===== src/tpt_consts.svh =====
// Purpose: byte codes and fixed counts of the character transport
// Assumes: included by its bare name from the modules
// Notes: definitions only
`ifndef TPT_CONSTS_SVH
`define TPT_CONSTS_SVH

// ----------------------------------------------------------------
// procedure bytes and status words
// ----------------------------------------------------------------
`define TPT_PB_NULL 8'h60
`define TPT_PB_MORE 8'h61
`define TPT_PB_RELEN 8'h6C
`define TPT_SW1_WARN_A 8'h62
`define TPT_SW1_WARN_B 8'h63
`define TPT_SW1_APP_HI 4'h9
`define TPT_SW_OK 16'h9000

// ----------------------------------------------------------------
// retrieval command header
// ----------------------------------------------------------------
`define TPT_INS_GET_RESP 8'hC0
`define TPT_GR_PARAM 8'h00

// ----------------------------------------------------------------
// header layout and counts
// ----------------------------------------------------------------
`define TPT_HDR_CLA 3'h0
`define TPT_HDR_INS 3'h1
`define TPT_HDR_P1 3'h2
`define TPT_HDR_P2 3'h3
`define TPT_HDR_LEN 3'h4
`define TPT_LEN_ZERO_MEANS 9'h100
`define TPT_BUF_DEPTH 2

`endif


===== src/tpt_pkg.sv =====
// Purpose: shared types of both transport ends
// Assumes: tpt_consts.svh holds the numbers
// Notes: reset value of every state struct is all zeros
package tpt_pkg;

  typedef enum logic [1:0] {
    TPT_CASE1 = 2'b00,
    TPT_CASE2 = 2'b01,
    TPT_CASE3 = 2'b10,
    TPT_CASE4 = 2'b11
  } tpt_case_t;

  typedef enum logic [2:0] {
    CS_HDR = 3'b000,
    CS_DECIDE = 3'b001,
    CS_ACK = 3'b010,
    CS_BODY = 3'b011,
    CS_WAIT_END = 3'b100,
    CS_DATA = 3'b101,
    CS_SW1 = 3'b110,
    CS_SW2 = 3'b111
  } tpt_card_st_t;

  typedef enum logic [2:0] {
    TS_IDLE = 3'b000,
    TS_HDR = 3'b001,
    TS_PROC = 3'b010,
    TS_PROC2 = 3'b011,
    TS_BODY = 3'b100,
    TS_RDATA = 3'b101
  } tpt_term_st_t;

  typedef struct packed {
    tpt_card_st_t st;
    logic [8:0] cnt;
    logic [4:0][7:0] hdr;
    tpt_case_t cas;
    logic [15:0] sw;
    logic [7:0] tx_data;
    logic tx_valid;
  } tpt_card_state_t;

  typedef struct packed {
    tpt_term_st_t st;
    logic [8:0] cnt;
    logic [4:0][7:0] hdr;
    tpt_case_t cas;
    logic [7:0] lc;
    logic [7:0] sb1;
    logic body_sent;
    logic [7:0] tx_data;
    logic tx_valid;
    logic [7:0] rx_data;
    logic rx_valid;
    logic [15:0] sw;
    logic done;
  } tpt_term_state_t;

endpackage : tpt_pkg


===== src/tpt_link_if.sv =====
// Purpose: byte link between terminal end and card end
// Assumes: one clock, valid/ready per direction
// Notes: a byte moves on a rising edge with valid and ready high
`timescale 1ns/1ps
interface tpt_link_if;
  logic [7:0] t2c_data;
  logic t2c_valid;
  logic t2c_ready;
  logic [7:0] c2t_data;
  logic c2t_valid;
  logic c2t_ready;

  modport card (
    input t2c_data,
    input t2c_valid,
    output t2c_ready,
    output c2t_data,
    output c2t_valid,
    input c2t_ready
  );

  modport term (
    output t2c_data,
    output t2c_valid,
    input t2c_ready,
    input c2t_data,
    input c2t_valid,
    output c2t_ready
  );
endinterface : tpt_link_if


===== src/tpt_buf.sv =====
// Purpose: small fifo with valid/ready on both sides
// Assumes: synchronous active-high reset
// Notes: no bypass, so a written word shows one cycle later
`timescale 1ns/1ps
module tpt_buf #(
  parameter int W = 8,
  parameter int DEPTH = 2
) (
  input wire logic CLK_I,
  input wire logic RST_I,
  input wire logic [W-1:0] IN_DATA_I,
  input wire logic IN_VALID_I,
  output logic IN_READY_O,
  output logic [W-1:0] OUT_DATA_O,
  output logic OUT_VALID_O,
  input wire logic OUT_READY_I
);
  localparam int AW = (DEPTH > 1) ? $clog2(DEPTH) : 1;
  localparam logic [AW:0] DEPTH_C = (AW+1)'(DEPTH);

  generate
    if (DEPTH < 2 || W < 1) begin : g_bad
      $error("tpt_buf needs DEPTH of two or more and W of one or more");
    end
  endgenerate

  typedef struct packed {
    logic [DEPTH-1:0][W-1:0] mem;
    logic [AW-1:0] rd;
    logic [AW:0] cnt;
  } tpt_buf_state_t;

  tpt_buf_state_t r;
  tpt_buf_state_t n;
  logic push;
  logic pop;
  logic [AW:0] sum;
  logic [AW:0] wr;

  assign IN_READY_O = (r.cnt != DEPTH_C);
  assign OUT_VALID_O = (r.cnt != '0);
  assign OUT_DATA_O = r.mem[r.rd];
  assign push = IN_VALID_I && IN_READY_O;
  assign pop = OUT_VALID_O && OUT_READY_I;
  assign sum = {1'b0, r.rd} + r.cnt;
  assign wr = (sum >= DEPTH_C) ? (sum - DEPTH_C) : sum;

  always_comb begin
    n = r;
    if (push) begin
      n.mem[wr[AW-1:0]] = IN_DATA_I;
    end
    if (pop) begin
      n.rd = (r.rd == AW'(DEPTH - 1)) ? '0 : r.rd + AW'(1);
    end
    if (push && !pop) begin
      n.cnt = r.cnt + (AW+1)'(1);
    end else if (pop && !push) begin
      n.cnt = r.cnt - (AW+1)'(1);
    end
  end

  always_ff @(posedge CLK_I) begin
    if (RST_I) begin
      r <= '0;
    end else begin
      r <= n;
    end
  end
endmodule : tpt_buf


===== src/tpt_card.sv =====
// Purpose: card end of the character transport sequencer
// Assumes: the card application answers each header and body request
// Notes: header and body bytes arrive through a two-entry buffer
`timescale 1ns/1ps
`include "tpt_consts.svh"

module tpt_card
  import tpt_pkg::*;
(
  input wire logic CLK_I,
  input wire logic RST_I,
  tpt_link_if.card link,
  output logic [39:0] HDR_O,
  output logic HDR_VALID_O,
  output logic END_REQ_O,
  input wire logic RSP_VALID_I,
  input wire logic RSP_OK_I,
  input wire tpt_pkg::tpt_case_t RSP_CASE_I,
  input wire logic [15:0] RSP_SW_I,
  input wire logic [8:0] RSP_AVAIL_I,
  output logic [7:0] BODY_DATA_O,
  output logic BODY_VALID_O,
  input wire logic BODY_READY_I,
  input wire logic [7:0] TXD_I,
  input wire logic TXD_VALID_I,
  output logic TXD_READY_O
);
  import tpt_pkg::*;

  // ----------------------------------------------------------------
  // state and helpers
  // ----------------------------------------------------------------
  tpt_card_state_t r;
  tpt_card_state_t n;
  logic tx_free;
  logic [8:0] le9;
  logic [8:0] rem;
  logic [7:0] buf_data;
  logic buf_valid;
  logic buf_ready;
  logic rx_take;

  assign tx_free = !r.tx_valid || link.c2t_ready;
  // zero in the length byte stands for the full 256
  assign le9 = (r.hdr[`TPT_HDR_LEN] == 8'h00) ? `TPT_LEN_ZERO_MEANS
                                               : {1'b0, r.hdr[`TPT_HDR_LEN]};
  assign rem = RSP_AVAIL_I - le9;

  // ----------------------------------------------------------------
  // receive buffer
  // ----------------------------------------------------------------
  // lets the terminal keep sending while the application stalls the body
  tpt_buf #(
    .W(8),
    .DEPTH(`TPT_BUF_DEPTH)
  ) u_rx_buf (
    .CLK_I(CLK_I),
    .RST_I(RST_I),
    .IN_DATA_I(link.t2c_data),
    .IN_VALID_I(link.t2c_valid),
    .IN_READY_O(link.t2c_ready),
    .OUT_DATA_O(buf_data),
    .OUT_VALID_O(buf_valid),
    .OUT_READY_I(buf_ready)
  );

  assign buf_ready = (r.st == CS_HDR) || ((r.st == CS_BODY) && BODY_READY_I);
  assign rx_take = buf_valid && buf_ready;

  // ----------------------------------------------------------------
  // sequencer
  // ----------------------------------------------------------------
  always_comb begin
    n = r;
    if (r.tx_valid && link.c2t_ready) begin
      n.tx_valid = 1'b0;
    end
    unique case (r.st)
      CS_HDR: begin
        if (rx_take) begin
          n.hdr[r.cnt[2:0]] = buf_data;
          if (r.cnt[2:0] == `TPT_HDR_LEN) begin
            n.st = CS_DECIDE;
            n.cnt = '0;
          end else begin
            n.cnt = r.cnt + 9'h001;
          end
        end
      end
      CS_DECIDE: begin
        if (RSP_VALID_I) begin
          // the application classifies the header, zero length included
          n.cas = RSP_CASE_I;
          if (!RSP_OK_I) begin
            // abnormal processing: status only
            n.sw = RSP_SW_I;
            n.st = CS_SW1;
          end else begin
            unique case (RSP_CASE_I)
              TPT_CASE1: begin
                n.sw = `TPT_SW_OK;
                n.st = CS_SW1;
              end
              TPT_CASE3, TPT_CASE4: begin
                n.cnt = le9;
                n.st = CS_ACK;
              end
              TPT_CASE2: begin
                if (le9 > RSP_AVAIL_I) begin
                  // asks for more than there is, or zero with under 256
                  n.sw = {`TPT_PB_RELEN, RSP_AVAIL_I[7:0]};
                  n.st = CS_SW1;
                end else if (le9 == RSP_AVAIL_I) begin
                  n.sw = `TPT_SW_OK;
                  n.cnt = le9;
                  n.st = CS_ACK;
                end else begin
                  // remainder offered after the data
                  n.sw = {`TPT_PB_MORE, rem[7:0]};
                  n.cnt = le9;
                  n.st = CS_ACK;
                end
              end
            endcase
          end
        end
      end
      CS_ACK: begin
        if (tx_free) begin
          n.tx_data = r.hdr[`TPT_HDR_INS];
          n.tx_valid = 1'b1;
          n.st = (r.cas == TPT_CASE2) ? CS_DATA : CS_BODY;
        end
      end
      CS_BODY: begin
        if (rx_take) begin
          n.cnt = r.cnt - 9'h001;
          if (r.cnt == 9'h001) begin
            n.st = CS_WAIT_END;
          end
        end
      end
      CS_WAIT_END: begin
        if (RSP_VALID_I) begin
          if (!RSP_OK_I) begin
            n.sw = RSP_SW_I;
          end else if (r.cas == TPT_CASE4) begin
            // avail of 256 goes out as 00, the full-length code
            n.sw = {`TPT_PB_MORE, RSP_AVAIL_I[7:0]};
          end else begin
            n.sw = `TPT_SW_OK;
          end
          n.st = CS_SW1;
        end
      end
      CS_DATA: begin
        if (TXD_VALID_I && tx_free) begin
          n.tx_data = TXD_I;
          n.tx_valid = 1'b1;
          n.cnt = r.cnt - 9'h001;
          if (r.cnt == 9'h001) begin
            n.st = CS_SW1;
          end
        end
      end
      CS_SW1: begin
        if (tx_free) begin
          n.tx_data = r.sw[15:8];
          n.tx_valid = 1'b1;
          n.st = CS_SW2;
        end
      end
      CS_SW2: begin
        if (tx_free) begin
          n.tx_data = r.sw[7:0];
          n.tx_valid = 1'b1;
          n.cnt = '0;
          n.st = CS_HDR;
        end
      end
    endcase
  end

  always_ff @(posedge CLK_I) begin
    if (RST_I) begin
      r <= '0;
    end else begin
      r <= n;
    end
  end

  // ----------------------------------------------------------------
  // outputs
  // ----------------------------------------------------------------
  assign HDR_O = r.hdr;
  assign HDR_VALID_O = (r.st == CS_DECIDE);
  assign END_REQ_O = (r.st == CS_WAIT_END);
  assign BODY_DATA_O = buf_data;
  assign BODY_VALID_O = (r.st == CS_BODY) && buf_valid;
  assign TXD_READY_O = (r.st == CS_DATA) && tx_free;
  assign link.c2t_data = r.tx_data;
  assign link.c2t_valid = r.tx_valid;
endmodule : tpt_card


===== src/flat_wrapper.sv =====
// flat-port wrapper written by rule: the top's interface ports become plain ports
module tpt_card_flat import tpt_pkg::*;
  (CLK_I, RST_I, HDR_O, HDR_VALID_O, END_REQ_O, RSP_VALID_I, RSP_OK_I, RSP_CASE_I, RSP_SW_I, RSP_AVAIL_I, BODY_DATA_O, BODY_VALID_O, BODY_READY_I, TXD_I, TXD_VALID_I, TXD_READY_O, link_t2c_data, link_t2c_valid, link_t2c_ready, link_c2t_data, link_c2t_valid, link_c2t_ready);
  tpt_link_if link_i ();
  input wire logic CLK_I;
  input wire logic RST_I;
  output logic [39:0] HDR_O;
  output logic HDR_VALID_O;
  output logic END_REQ_O;
  input wire logic RSP_VALID_I;
  input wire logic RSP_OK_I;
  input wire tpt_pkg::tpt_case_t RSP_CASE_I;
  input wire logic [15:0] RSP_SW_I;
  input wire logic [8:0] RSP_AVAIL_I;
  output logic [7:0] BODY_DATA_O;
  output logic BODY_VALID_O;
  input wire logic BODY_READY_I;
  input wire logic [7:0] TXD_I;
  input wire logic TXD_VALID_I;
  output logic TXD_READY_O;
  input wire logic [$bits(link_i.t2c_data)-1:0] link_t2c_data;
  input wire logic [$bits(link_i.t2c_valid)-1:0] link_t2c_valid;
  output wire logic [$bits(link_i.t2c_ready)-1:0] link_t2c_ready;
  output wire logic [$bits(link_i.c2t_data)-1:0] link_c2t_data;
  output wire logic [$bits(link_i.c2t_valid)-1:0] link_c2t_valid;
  input wire logic [$bits(link_i.c2t_ready)-1:0] link_c2t_ready;
  assign link_i.t2c_data = link_t2c_data;
  assign link_i.t2c_valid = link_t2c_valid;
  assign link_t2c_ready = link_i.t2c_ready;
  assign link_c2t_data = link_i.c2t_data;
  assign link_c2t_valid = link_i.c2t_valid;
  assign link_i.c2t_ready = link_c2t_ready;
  tpt_card u_core (.CLK_I(CLK_I), .RST_I(RST_I), .link(link_i), .HDR_O(HDR_O), .HDR_VALID_O(HDR_VALID_O), .END_REQ_O(END_REQ_O), .RSP_VALID_I(RSP_VALID_I), .RSP_OK_I(RSP_OK_I), .RSP_CASE_I(RSP_CASE_I), .RSP_SW_I(RSP_SW_I), .RSP_AVAIL_I(RSP_AVAIL_I), .BODY_DATA_O(BODY_DATA_O), .BODY_VALID_O(BODY_VALID_O), .BODY_READY_I(BODY_READY_I), .TXD_I(TXD_I), .TXD_VALID_I(TXD_VALID_I), .TXD_READY_O(TXD_READY_O));
endmodule

===== config.mk =====
export PLATFORM = sky130hd
export DESIGN_NAME = tpt_card_flat
export DESIGN_NICKNAME = d
export VERILOG_FILES = /design/src/tpt_pkg.sv /design/src/tpt_link_if.sv /design/src/tpt_buf.sv /design/src/tpt_card.sv /design/src/flat_wrapper.sv
export VERILOG_INCLUDE_DIRS = /design/src /design/src/src
export SDC_FILE = /design/constraint.sdc
export NUM_CORES = 1
export LEC_CHECK = 0
export BUFFER_PORTS_ARGS = -buffer_cell sky130_fd_sc_hd__buf_2
export CAP_MARGIN = 0
export CORE_MARGIN = 1.5
export CORE_UTILIZATION = 56
export CTS_CLUSTER_DIAMETER = 40
export DETAILED_ROUTE_END_ITERATION = 8
export PLACE_DENSITY = 0.81
export SLEW_MARGIN = 10
export SYNTH_ARGS = -nofsm -noshare
export SYNTH_HDL_FRONTEND = slang
export SYNTH_SLANG_ARGS = --single-unit

===== constraint.sdc =====
create_clock -name CLK_I -period 3.2 [get_ports CLK_I]
set_input_delay 0.8 -clock CLK_I [delete_from_list [all_inputs] [get_ports CLK_I]]
set_output_delay 0.8 -clock CLK_I [all_outputs]
set_load 0.05 [all_outputs]

; Yosys cells after proc, flatten, opt, wreduce, memory -nomap -nowiden
; Cells that the tools add are included.
; Widths: inputs -> output; s select.
[word_totals]
register_bits = 98
output_inout_bits = 62
[classes]
add_sub_neg = 8
order_cmp = 7
eq_ne = 31
muxes = 49
n_reduce_logical = 31
[ops]
columns = operator, count
row1 = $mux 16, 7
row2 = $mux 9, 8
row3 = $pmux 16 s2, 2
row4 = $mux 52, 1
row5 = $mux 12, 4
row6 = $pmux 9 s5, 1
row7 = $bwmux 40, 1
row8 = $pmux 9 s4, 1
row9 = $mux 8, 4
row10 = $mux 3, 9
row11 = $demux 8 s3, 1
row12 = $pmux 3 s8, 1
row13 = $ne 2x1->1 const B, 9
row14 = $pmux 9 s2, 1
row15 = $bwmux 16, 1
row16 = $eq 3x3->1 const B, 5
row17 = $logic_and 1x1->1, 11
row18 = $reduce_and 11->1, 1
row19 = $add 9x1->9 const B, 1
row20 = $eq 9x1->1 const B, 1
row21 = $eq 9x9->1, 1
row22 = $gt 9x9->1, 1
row23 = $pmux 3 s3, 1
row24 = $reduce_and 9->1, 1
row25 = 35 further kinds, 52

; Logic depth before layout (Yosys ltp)
; Gate-level depths: netlist (run 1).
[logic_depth]
word_depth = 9
mapped_depth = 12

; Cells and area by module
; From an unflattened synthesis (run 1), not the netlist that was laid out.
[hier_totals]
hier_cells = 718
area_unflattened_um2 = 6082.1
[by_module_without_submodules]
columns = mod, instances, cells_each, area_each_um2
row1 = tpt_card, 1, 612, 5047.3
row2 = tpt_buf, 1, 106, 1034.7

; Least setup slack after synthesis (run 1)
; OpenSTA, ideal clock, no wires.
[synth_timing]
path_type = input-to-output
start = input port link_c2t_ready
end = output port TXD_READY_O
arrival_time_ns = 1.974
required_time_ns = 2.400
setup_slack_ns = 0.426
path_stages = 2
path_buffers = 0
path_cell_list = nor2b_1 -> nor3_1
[synth_between]
elab_chain_len = 2
[synth_rtl]
columns = element, line
row1 = start: declaration, flat_wrapper.sv:26  ; input wire logic [$bits(link_i.c2t_ready)-1:0] link_c2t_ready;
row2 = $logic_or 1x1->1, tpt_card.sv:43  ; assign tx_free = !r.tx_valid || link.c2t_ready;
row3 = $logic_and 1x1->1, tpt_card.sv:200  ; assign TXD_READY_O = (r.st == CS_DATA) && tx_free;
row4 = end: declaration, flat_wrapper.sv:20  ; output logic TXD_READY_O;
; Every way passes these cells.

; Worst setup path after layout (run 1)
[layout_timing]
start = register u_core.r (netlist bit u_core.HDR_O[36])
end = register u_core.r[69] (netlist bit)
[layout_between]
elab_chain_len = 7
word_cells_on_any_way = 10
classes_between = 1 x order compare / 1 x eq/ne / 6 x mux / 2 x reduce/logical
[layout_rtl]
columns = element, line
row1 = start: declaration, tpt_card.sv:33  ; tpt_card_state_t r;
row2 = start signal: assignment, tpt_card.sv:188  ; r <= n;
row3 = $logic_not 8->1, tpt_card.sv:45  ; assign le9 = (r.hdr[`TPT_HDR_LEN] == 8'h00) ? `TPT_LEN_ZERO_MEANS
row4 = $mux 9 *, tpt_card.sv:45
row5 = "parallel branches: the longest is 5 deep, another holds $gt 9x9->1", -
; Every way passes the cells marked *. The select of a mux whose other input is x is not followed.
; A chain may end at the register's enable or synchronous reset.

==> impl_metrics.sql, run 1 <==
INSERT INTO impl_metrics (metric_group, metric, value, unit) VALUES
('outcome', 'run_status', 'completed', ''),
('logic_synthesis', 'post_synth_instance_area', '5789', 'µm²'),
('logic_synthesis', 'synth.top_cells.by_area', 'dfxtp_1 34%, buf_4 6.4%, nor2_1 6.4%', ''),
('power_and_ir_drop', 'ir_worst_vdd', '0.6701', 'mV'),
('cells_and_area', 'fin_util', '64.07', '%'),
('global_routing', 'grt_pass1_wl', '26.74', 'mm'),
('logic_synthesis', 'yosys.cell_types.count', '70', ''),
('setup_path', 'launch_instance_of_the_worst_register_to_register_path', 'u_core.HDR_O[36]$_SDFFE_PP0P_', ''),
('clock_tree', 'worstSkewPairLatency', '0.40', 'ns'),
('die', 'io_pins', '113', ''),
('global_routing', 'grt_antenna_before_repair', '0', ''),
('die', 'effective_utilization_at_floorplan', '58.42', '%'),
('drt', 'antenna_left', '0', ''),
('die', 'die-area', '10960', 'µm²'),
('clock_tree', 'clk_root_buffer_cell', 'clkbuf_8', ''),
('clock_tree', 'cts_htree_levels', '3', ''),
('setup_path', 'timing.critical_path.fanout_max', '9', ''),
('logic_synthesis', 'main_combinational_cell_family_by_area_after_synthesis', 'compound AO/OA/AOI/OAI gates', ''),
('die', 'dieWidth', '104.7', 'µm'),
('flow_run', 'maxCapViolCount', '0', ''),
('setup_path', 'worst_flop_to_flop_path_endpoint', 'u_core.r[69]$_SDFFE_PP0P_', ''),
('drt', 'avgViaCountPerCell', '6.114', ''),
('place', 'dp_hpwl', '12.47', 'mm'),
('drt', 'met1Wirelength', '6.766', 'mm'),
('sta', 'timing_worst_slew_pin_value', '1.017', 'ns'),
('place', 'port_buffers', '112', ''),
('power_and_ir_drop', 'power_density', '686.5', 'nW/µm²'),
('logic_synthesis', 'synth_warnings', '0', ''),
('logic_synthesis', 'postSynthAreaPerCell', '8.306', 'µm²'),
('power_and_ir_drop', 'leakage', '2.764', 'nW'),
('sta', 'fin_crit', '2.976', 'ns'),
('sta', 'timing.setup.tns', '0', 'ns'),
('min_path', 'hold_path.class', 'register to register', ''),
('place', 'final_weighted_congestion_of_routability_driven_global_placement', '0.9558', ''),
('sta', 'finalHoldViolCount', '0', ''),
('cells_and_area', 'layout-area-overhead-vs-synth', '9.661', '%'),
('clock_tree', 'cts.sink_count', '98', ''),
('setup_path', 'crit_end', 'u_core.r[69]$_SDFFE_PP0P_', ''),
('setup_path', 'worst_setup_path_start_kind', 'register', ''),
('power_and_ir_drop', 'total_power', '4.358', 'mW'),
('logic_synthesis', 'synthSimpleGateAreaFrac', '19.32', '%'),
('logic_synthesis', 'post-synth-top-area-fraction', '33.89', '%'),
('sta', 'slew_viol_final', '0', ''),
('global_routing', 'via_count_of_the_first_global_routing_pass', '5275', ''),
('logic_synthesis', 'synth_edf_count', '0', ''),
('setup_path', 'worst-endpoint-arrival', '3.23', 'ns'),
('sta', 'fin_crit_sh', '93.01', '%'),
('logic_synthesis', 'post_synth_xor_area_fraction', '1.815', '%'),
('drt', 'detailroute.via_count', '5435', ''),
('sta', 'setup_violations', '0', ''),
('logic_synthesis', 'synth_top_cell_by_area', 'dfxtp_1', ''),
('logic_synthesis', 'ys_seq_area_share', '33.89', '%'),
('clock_tree', 'post-cts-setup-buffers', '0', ''),
('setup_path', 'worst-setup-path-type', 'register to register', ''),
('logic_synthesis', 'synth_compound_area_share', '22.22', '%'),
('sta', 'fin_skew', '0.01136', 'ns'),
('setup_path', 'critical_path.startpoint', 'u_core.HDR_O[36]$_SDFFE_PP0P_', ''),
('drt', 'topRoutingLayerUsed', 'met4', ''),
('logic_synthesis', 'yosys_most_used_dff', 'dfxtp_1', ''),
('cells_and_area', 'nNetsFinal', '822', ''),
('cells_and_area', 'fillers', '897', ''),
('clock_tree', 'clkSlewWorstSetupHoldPaths', '0.11', 'ns'),
('sta', 'worst_slack', '0.2236', 'ns'),
('clock_tree', 'cts_inserted_buffers', '9', ''),
('drt', 'first_iter_violations', '637', ''),
('sta', 'final.hold.worst_slack', '0.4652', 'ns'),
('drt', 'dr.pass1.iters', '5', ''),
('die', 'die_height', '104.7', 'µm'),
('drt', 'drt_drc_violations_left', '0', ''),
('drt', 'met3WireLength', '1.410', 'mm'),
('die', 'placement_rows', '36', '');
sequential cells by signal, indices dropped and copies added, names as in the netlist:
signal                 flops
u_core.link.c2t_valid      1
u_core.HDR_O              40
u_core.r                  30
u_core.u_rx_buf.r         19
u_core.link.c2t_data       8
report_power, final:
part	internal [mW]	switching [mW]	leakage, nW
clock network	0.382	0.496	0.107
logic	0.585	1.33	1.86
registers	1.41	0.163	0.795
cells by family after synthesis:
logic type               Yosys count
adder cells (fa/ha/maj)           20
XOR/XNOR                          12
buffers and inverters            130
AO/OA/AOI/OAI                    183
AND/OR/NAND/NOR                  221
multiplexers                      33
flip-flops                        98
final cells by class:
cell class / instances / share of cell area, %
repair buffers: 140 / 12.14
clock inverters: 7 / 1.478
inverters: 33 / 1.951
flip-flops and latches: 98 / 30.90
clock buffers: 9 / 1.951
well taps: 133 / 2.621
multi-input cells: 469 / 48.96
per-stage QoR:
step,instance area (µm²),cells
2_1_floorplan,5789,697
6_report,6349,889
3_3_place_gp,6126,873
3_5_place_dp,6126,873
4_1_cts,6344,889
5_1_grt,6349,889
worst min-delay path by stage:
stage | depth (start not counted) | start | endpoint
after floorplan | 2 | u_core.r[18]$_SDFFE_PP0P_ | u_core.r[18]$_SDFFE_PP0P_
after global placement | 2 | u_core.r[18]$_SDFFE_PP0P_ | u_core.r[18]$_SDFFE_PP0P_
after detailed placement | 2 | u_core.r[18]$_SDFFE_PP0P_ | u_core.r[18]$_SDFFE_PP0P_
after CTS | 2 | u_core.r[18]$_SDFFE_PP0P_ | u_core.r[18]$_SDFFE_PP0P_
after global routing | 2 | u_core.r[18]$_SDFFE_PP0P_ | u_core.r[18]$_SDFFE_PP0P_
final | 2 | u_core.r[18]$_SDFFE_PP0P_ | u_core.r[18]$_SDFFE_PP0P_
metal layers:
metal  up-vias  GRT usage [%]
met5         -              0
met4         0          11.06
met3        45          8.047
met2       267          52.11
met1      2564          37.63
li1       2559              -
cell usage after synthesis (3+ instances only):
master    number
or4_1          4
a31oi_1       11
buf_4         49
nand2_1       39
mux2i_1       32
o21a_1         3
and3_1         4
o21ai_1        3
buf_6          4
or3_1          5
and2_1         6
buf_2         18
nor3_1        10
nand2b_1       4
nand3_1       11
a211oi_1      47
o31ai_1        8
nand4_1        5
a21o_1         4
o311ai_1       7
a222oi_1       8
a21oi_1       26
a221oi_1      13
nor2_1        98
dfxtp_1       98
xnor2_1        6
a221o_1        3
ha_1          19
a22oi_1        3
inv_1         31
nor3_2         4
nor2b_1        8
xor2_1         6
nor3b_1        3
o211ai_1       3
o21ai_0       31
clkbuf_1      25
worst max-delay path, stage by stage, from the launching register on:
cell and delay [ns]:
dfxtp_1 0.33, or4_1 0.52, nor2_1 0.28, ha_1 0.22, nand4_2 0.16, nor3_1 0.41
nor3_4 0.09, a21oi_2 0.29, or2_1 0.39, o31ai_1 0.14
cell usage in the layout, fill, tap and decap left out, types with 5 or more instances in the layout:
cell type / n
o311ai_1: 7
a21oi_1: 26
o21ai_0: 31
dfxtp_1: 98
a211oi_1: 47
mux2i_1: 32
nand3_1: 11
nand2_1: 39
nand4_1: 5
a222oi_1: 8
nor2_1: 98
inv_1: 31
a31oi_1: 11
a221oi_1: 13
buf_2: 112
xor2_1: 6
nor2b_1: 8
clkbuf_8: 9
buf_4: 28
xnor2_1: 6
o31ai_1: 8
ha_1: 19
nor3_1: 10
and2_1: 6
repair_timing:
| item | CTS | global route |
|---|---|---|
| gates resized for setup | 0 | 1 |
| setup endpoints to repair | 0 | 8 |
| hold buffers | 0 | 0 |
Power figures use the tool's default switching activity.
==> run 2: changes to the inputs <==
Settings changed: ABC_AREA set to 1.
==> run 2 against run 1 <==
Net effect: via count grew 4.3%; sequential share of layout area increased by 0.44 points; register-to-register slack gained 0.41 ns; total power is 15% higher; non-clock buffer count decreased by 22; first-iteration DRC count decreased by 29%; critical path type is now register to output port; largest cell class unchanged; largest power group unchanged.
==> impl_metrics.sql, run 2 <==
INSERT INTO impl_metrics (metric_group, metric, value, unit) VALUES
('outcome', 'run_status', 'completed', ''),
('die', 'effective_utilization_at_floorplan', '58.33', '%'),
('clock_tree', 'cts_inserted_buffers', '9', ''),
('place', 'dp_hpwl', '11.45', 'mm'),
('clock_tree', 'clkSlewWorstSetupHoldPaths', '0.11', 'ns'),
('global_routing', 'globalRoute.totalOverflow', '0', ''),
('clock_tree', 'worstSkewPairLatency', '0.37', 'ns'),
('die', 'dieWidth', '104.6', 'µm'),
('cells_and_area', 'layout_commonest_cell', 'nand2_1', ''),
('logic_synthesis', 'post-synth-top-area-fraction', '33.94', '%'),
('sta', 'fin_crit', '2.668', 'ns'),
('drt', 'drt_drc_violations_left', '0', ''),
('power_and_ir_drop', 'ir_worst_vdd', '0.5285', 'mV'),
('cells_and_area', 'final_layout_size_suffix_gt1_share', '17.03', '%'),
('sta', 'worst_slew_margin_rel', '62.55', '%'),
('logic_synthesis', 'synth.top_cells.by_area', 'dfxtp_1 34%, nand2_1 9.4%, o21ai_0 8.4%', ''),
('setup_path', 'worst_path_largest_cell_delay', '0.59', 'ns'),
('cells_and_area', 'largest_register_ff_count', '40', ''),
('global_routing', 'via_count_of_the_first_global_routing_pass', '5100', ''),
('sta', 'clock.fmax', '374.8', 'MHz'),
('setup_path', 'critPathMostFrequentCell', 'nand2_1', ''),
('setup_path', 'crit_chain', 'inv_1 -> nand2_1 -> nand2_1 -> buf_2', ''),
('logic_synthesis', 'post_synth_inst_count', '863', ''),
('logic_synthesis', 'postSynthAreaPerCell', '6.698', 'µm²'),
('cells_and_area', 'number_of_antenna_diodes', '0', ''),
('place', 'place_worst_setup_slack', '0.4290', 'ns'),
('sta', 'final.hold.worst_slack', '0.4517', 'ns'),
('global_routing', 'gr-usage-met1', '39.54', '%'),
('global_routing', 'globalRouteMet3Util', '4.616', '%'),
('sta', 'timing_worst_slew_pin_value', '0.5601', 'ns'),
('setup_path', 'timing.critical_path.fanout_max', '12', ''),
('drt', 'avgViaCountPerCell', '5.401', ''),
('place', 'dp.cells', '1033', ''),
('setup_path', 'worst-setup-path-type', 'register to output port', ''),
('logic_synthesis', 'synthMostInstantiatedCell', 'nand2_1', ''),
('logic_synthesis', 'synth_warnings', '0', ''),
('die', 'die-area', '10940', 'µm²'),
('logic_synthesis', 'synth_edf_count', '0', ''),
('logic_synthesis', 'synth_top_cell_by_area', 'dfxtp_1', ''),
('clock_tree', 'cts_htree_levels', '3', ''),
('drt', 'drt_wl_total', '15.22', 'mm'),
('logic_synthesis', 'post_synth_instance_area', '5781', 'µm²'),
('drt', 'first_iter_violations', '452', ''),
('clock_tree', 'cts.sink_count', '98', ''),
('global_routing', 'globalRouteMet2Util', '44.27', '%'),
('clock_tree', 'post-cts-setup-buffers', '0', ''),
('sta', 'fin_skew', '0.01478', 'ns'),
('global_routing', 'top_usage_layer', 'met2', ''),
('drt', 'detailroute.via_count', '5666', ''),
('cells_and_area', 'finish.cell_count_without_fillers', '1049', ''),
('sta', 'setup_repair_after_global_routing_missed_its_margin', 'false', ''),
('clock_tree', 'cts_hold_buf', '0', ''),
('setup_path', 'end_kind', 'output port', ''),
('die', 'placement_rows', '36', ''),
('die', 'coreArea', '9910', 'µm²'),
('logic_synthesis', 'yosys_most_used_dff', 'dfxtp_1', ''),
('setup_path', 'worst-endpoint-arrival', '1.87', 'ns'),
('sta', 'fin_crit_sh', '83.38', '%'),
('place', 'final_weighted_congestion_of_routability_driven_global_placement', '0.9323', ''),
('logic_synthesis', 'ys_seq_area_share', '33.94', '%'),
('power_and_ir_drop', 'total_power', '5.014', 'mW'),
('sta', 'worst_slack', '0.5320', 'ns'),
('logic_synthesis', 'ys_ff_latch', '98', ''),
('power_and_ir_drop', 'power_density', '801.2', 'nW/µm²'),
('global_routing', 'grt_antenna_before_repair', '0', ''),
('die', 'die_height', '104.6', 'µm'),
('setup_path', 'crit_slowest_cell', 'dfxtp_1', ''),
('power_and_ir_drop', 'leakage', '2.937', 'nW'),
('drt', 'antenna_left', '0', ''),
('die', 'io_pins', '113', ''),
('clock_tree', 'cts-resized-gates', '0', ''),
('sta', 'timing.setup.tns', '0', 'ns'),
('drt', 'dr.pass1.iters', '5', ''),
('drt', 'route.detailed.wl_per_inst', '14.50', 'µm'),
('place', 'port_buffers', '112', ''),
('clock_tree', 'tritoncts', 'yes', ''),
('cells_and_area', 'layout-area-overhead-vs-synth', '8.268', '%'),
('global_routing', 'largest_net_degree_at_the_start_of_global_routing', '41', ''),
('sta', 'setup_violations', '0', ''),
('sta', 'finalHoldViolCount', '0', ''),
('cells_and_area', 'most-common-layout-cells', '144 x nand2_1, 112 x buf_2, 100 x inv_1', ''),
('clock_tree', 'clk_root_buffer_cell', 'clkbuf_8', ''),
('setup_path', 'worst_setup_path_start_kind', 'register', ''),
('global_routing', 'gr-usage-all-layers', '28.23', '%'),
('cells_and_area', 'nNetsFinal', '982', ''),
('logic_synthesis', 'syn-num-nets', '934', ''),
('sta', 'slew_viol_final', '0', ''),
('setup_path', 'crit_required', '2.40', 'ns'),
('flow_run', 'maxCapViolCount', '0', ''),
('logic_synthesis', 'synth_async_sr_flop_share', '0', '%'),
('cells_and_area', 'fillers', '981', ''),
('min_path', 'hold_path.class', 'register to register', ''),
('logic_synthesis', 'synth_commonest_cells', '144 x nand2_1, 100 x inv_1, 99 x nor2_1, 98 x dfxtp_1, 97 x o21ai_0', ''),
('global_routing', 'grt_pass1_wl', '24.96', 'mm'),
('logic_synthesis', 'yosys.cell_types.count', '35', ''),
('clock_tree', 'clock_tree.buffer_depth', '2', '');
run 2: cell types whose count changed after synthesis, sizes merged, moves of 9 or more:
cell,change
nor3,-11
mux2i,-32
inv,+71
a21oi,+59
a211oi,-41
nand3,+43
a31oi,+9
buf,-16
o21ai,+65
nand2,+110
a221oi,-13
run 2: where the power goes:
group          switching [mW]  internal, mW  total (mW)
logic                    1.78         0.653        2.44
clock network           0.480         0.377       0.857
registers               0.221          1.50        1.72
run 2: critical path: cells and delay by family, from the launching register on:
family        cells  cell delay (ns)
buf+inv           2             0.56
simple gates      2             0.34
flops             1             0.59
run 2: logic make-up (layout without fill, tap and decap cells):
logic type	after synthesis	after routing	synth area share, %
adders and majority gates	20	20	4.459
buffers and inverters	188	241	15.84
DFF	98	98	33.94
AOI/OAI and AO/OA	224	224	20.91
xor gates and xnor gates	6	6	0.9093
and+or+nand+nor	327	327	23.94
run 2: cell type report:
class	count	area (µm²)	share of cell area (%)
Clock buffer	9	123.9	1.979
Clock inverter	7	82.58	1.319
Inverter	107	402.9	6.437
Multi-Input combinational cell	577	2903	46.38
Sequential cell	98	1962	31.35
Tap cell	133	166.4	2.659
Timing Repair Buffer	118	618.1	9.876
run 2: metrics by stage:
stage	util, %	area (µm²)
3_5_place_dp	61.07	6052
3_3_place_gp	61.07	6052
4_1_cts	63.16	6259
5_1_grt	63.16	6259
6_report	63.16	6259
2_1_floorplan	-	5781
run 2: metal layers:
| layer | wire length, µm | vias up |
|---|---|---|
| li1 | - | 2879 |
| met1 | 7000 | 2560 |
| met2 | 6820 | 194 |
| met3 | 982 | 33 |
| met4 | 412 | 0 |
| met5 | 0 | - |
run 2: worst paths after layout:
check,startpoint,to,slack [ns],depth (start not counted)
worst max register to register,u_core.HDR_O[33]$_SDFFE_PP0P_,u_core.r[67]$_SDFFE_PP0P_,0.63,16
worst min-delay path,u_core.HDR_O[19]$_SDFFE_PP0P_,u_core.HDR_O[19]$_SDFFE_PP0P_,0.45,2
worst max-delay path,u_core.u_rx_buf.r[2]$_SDFFE_PP0P_,BODY_DATA_O[6],0.53,4
worst min register to register,u_core.HDR_O[19]$_SDFFE_PP0P_,u_core.HDR_O[19]$_SDFFE_PP0P_,0.45,2
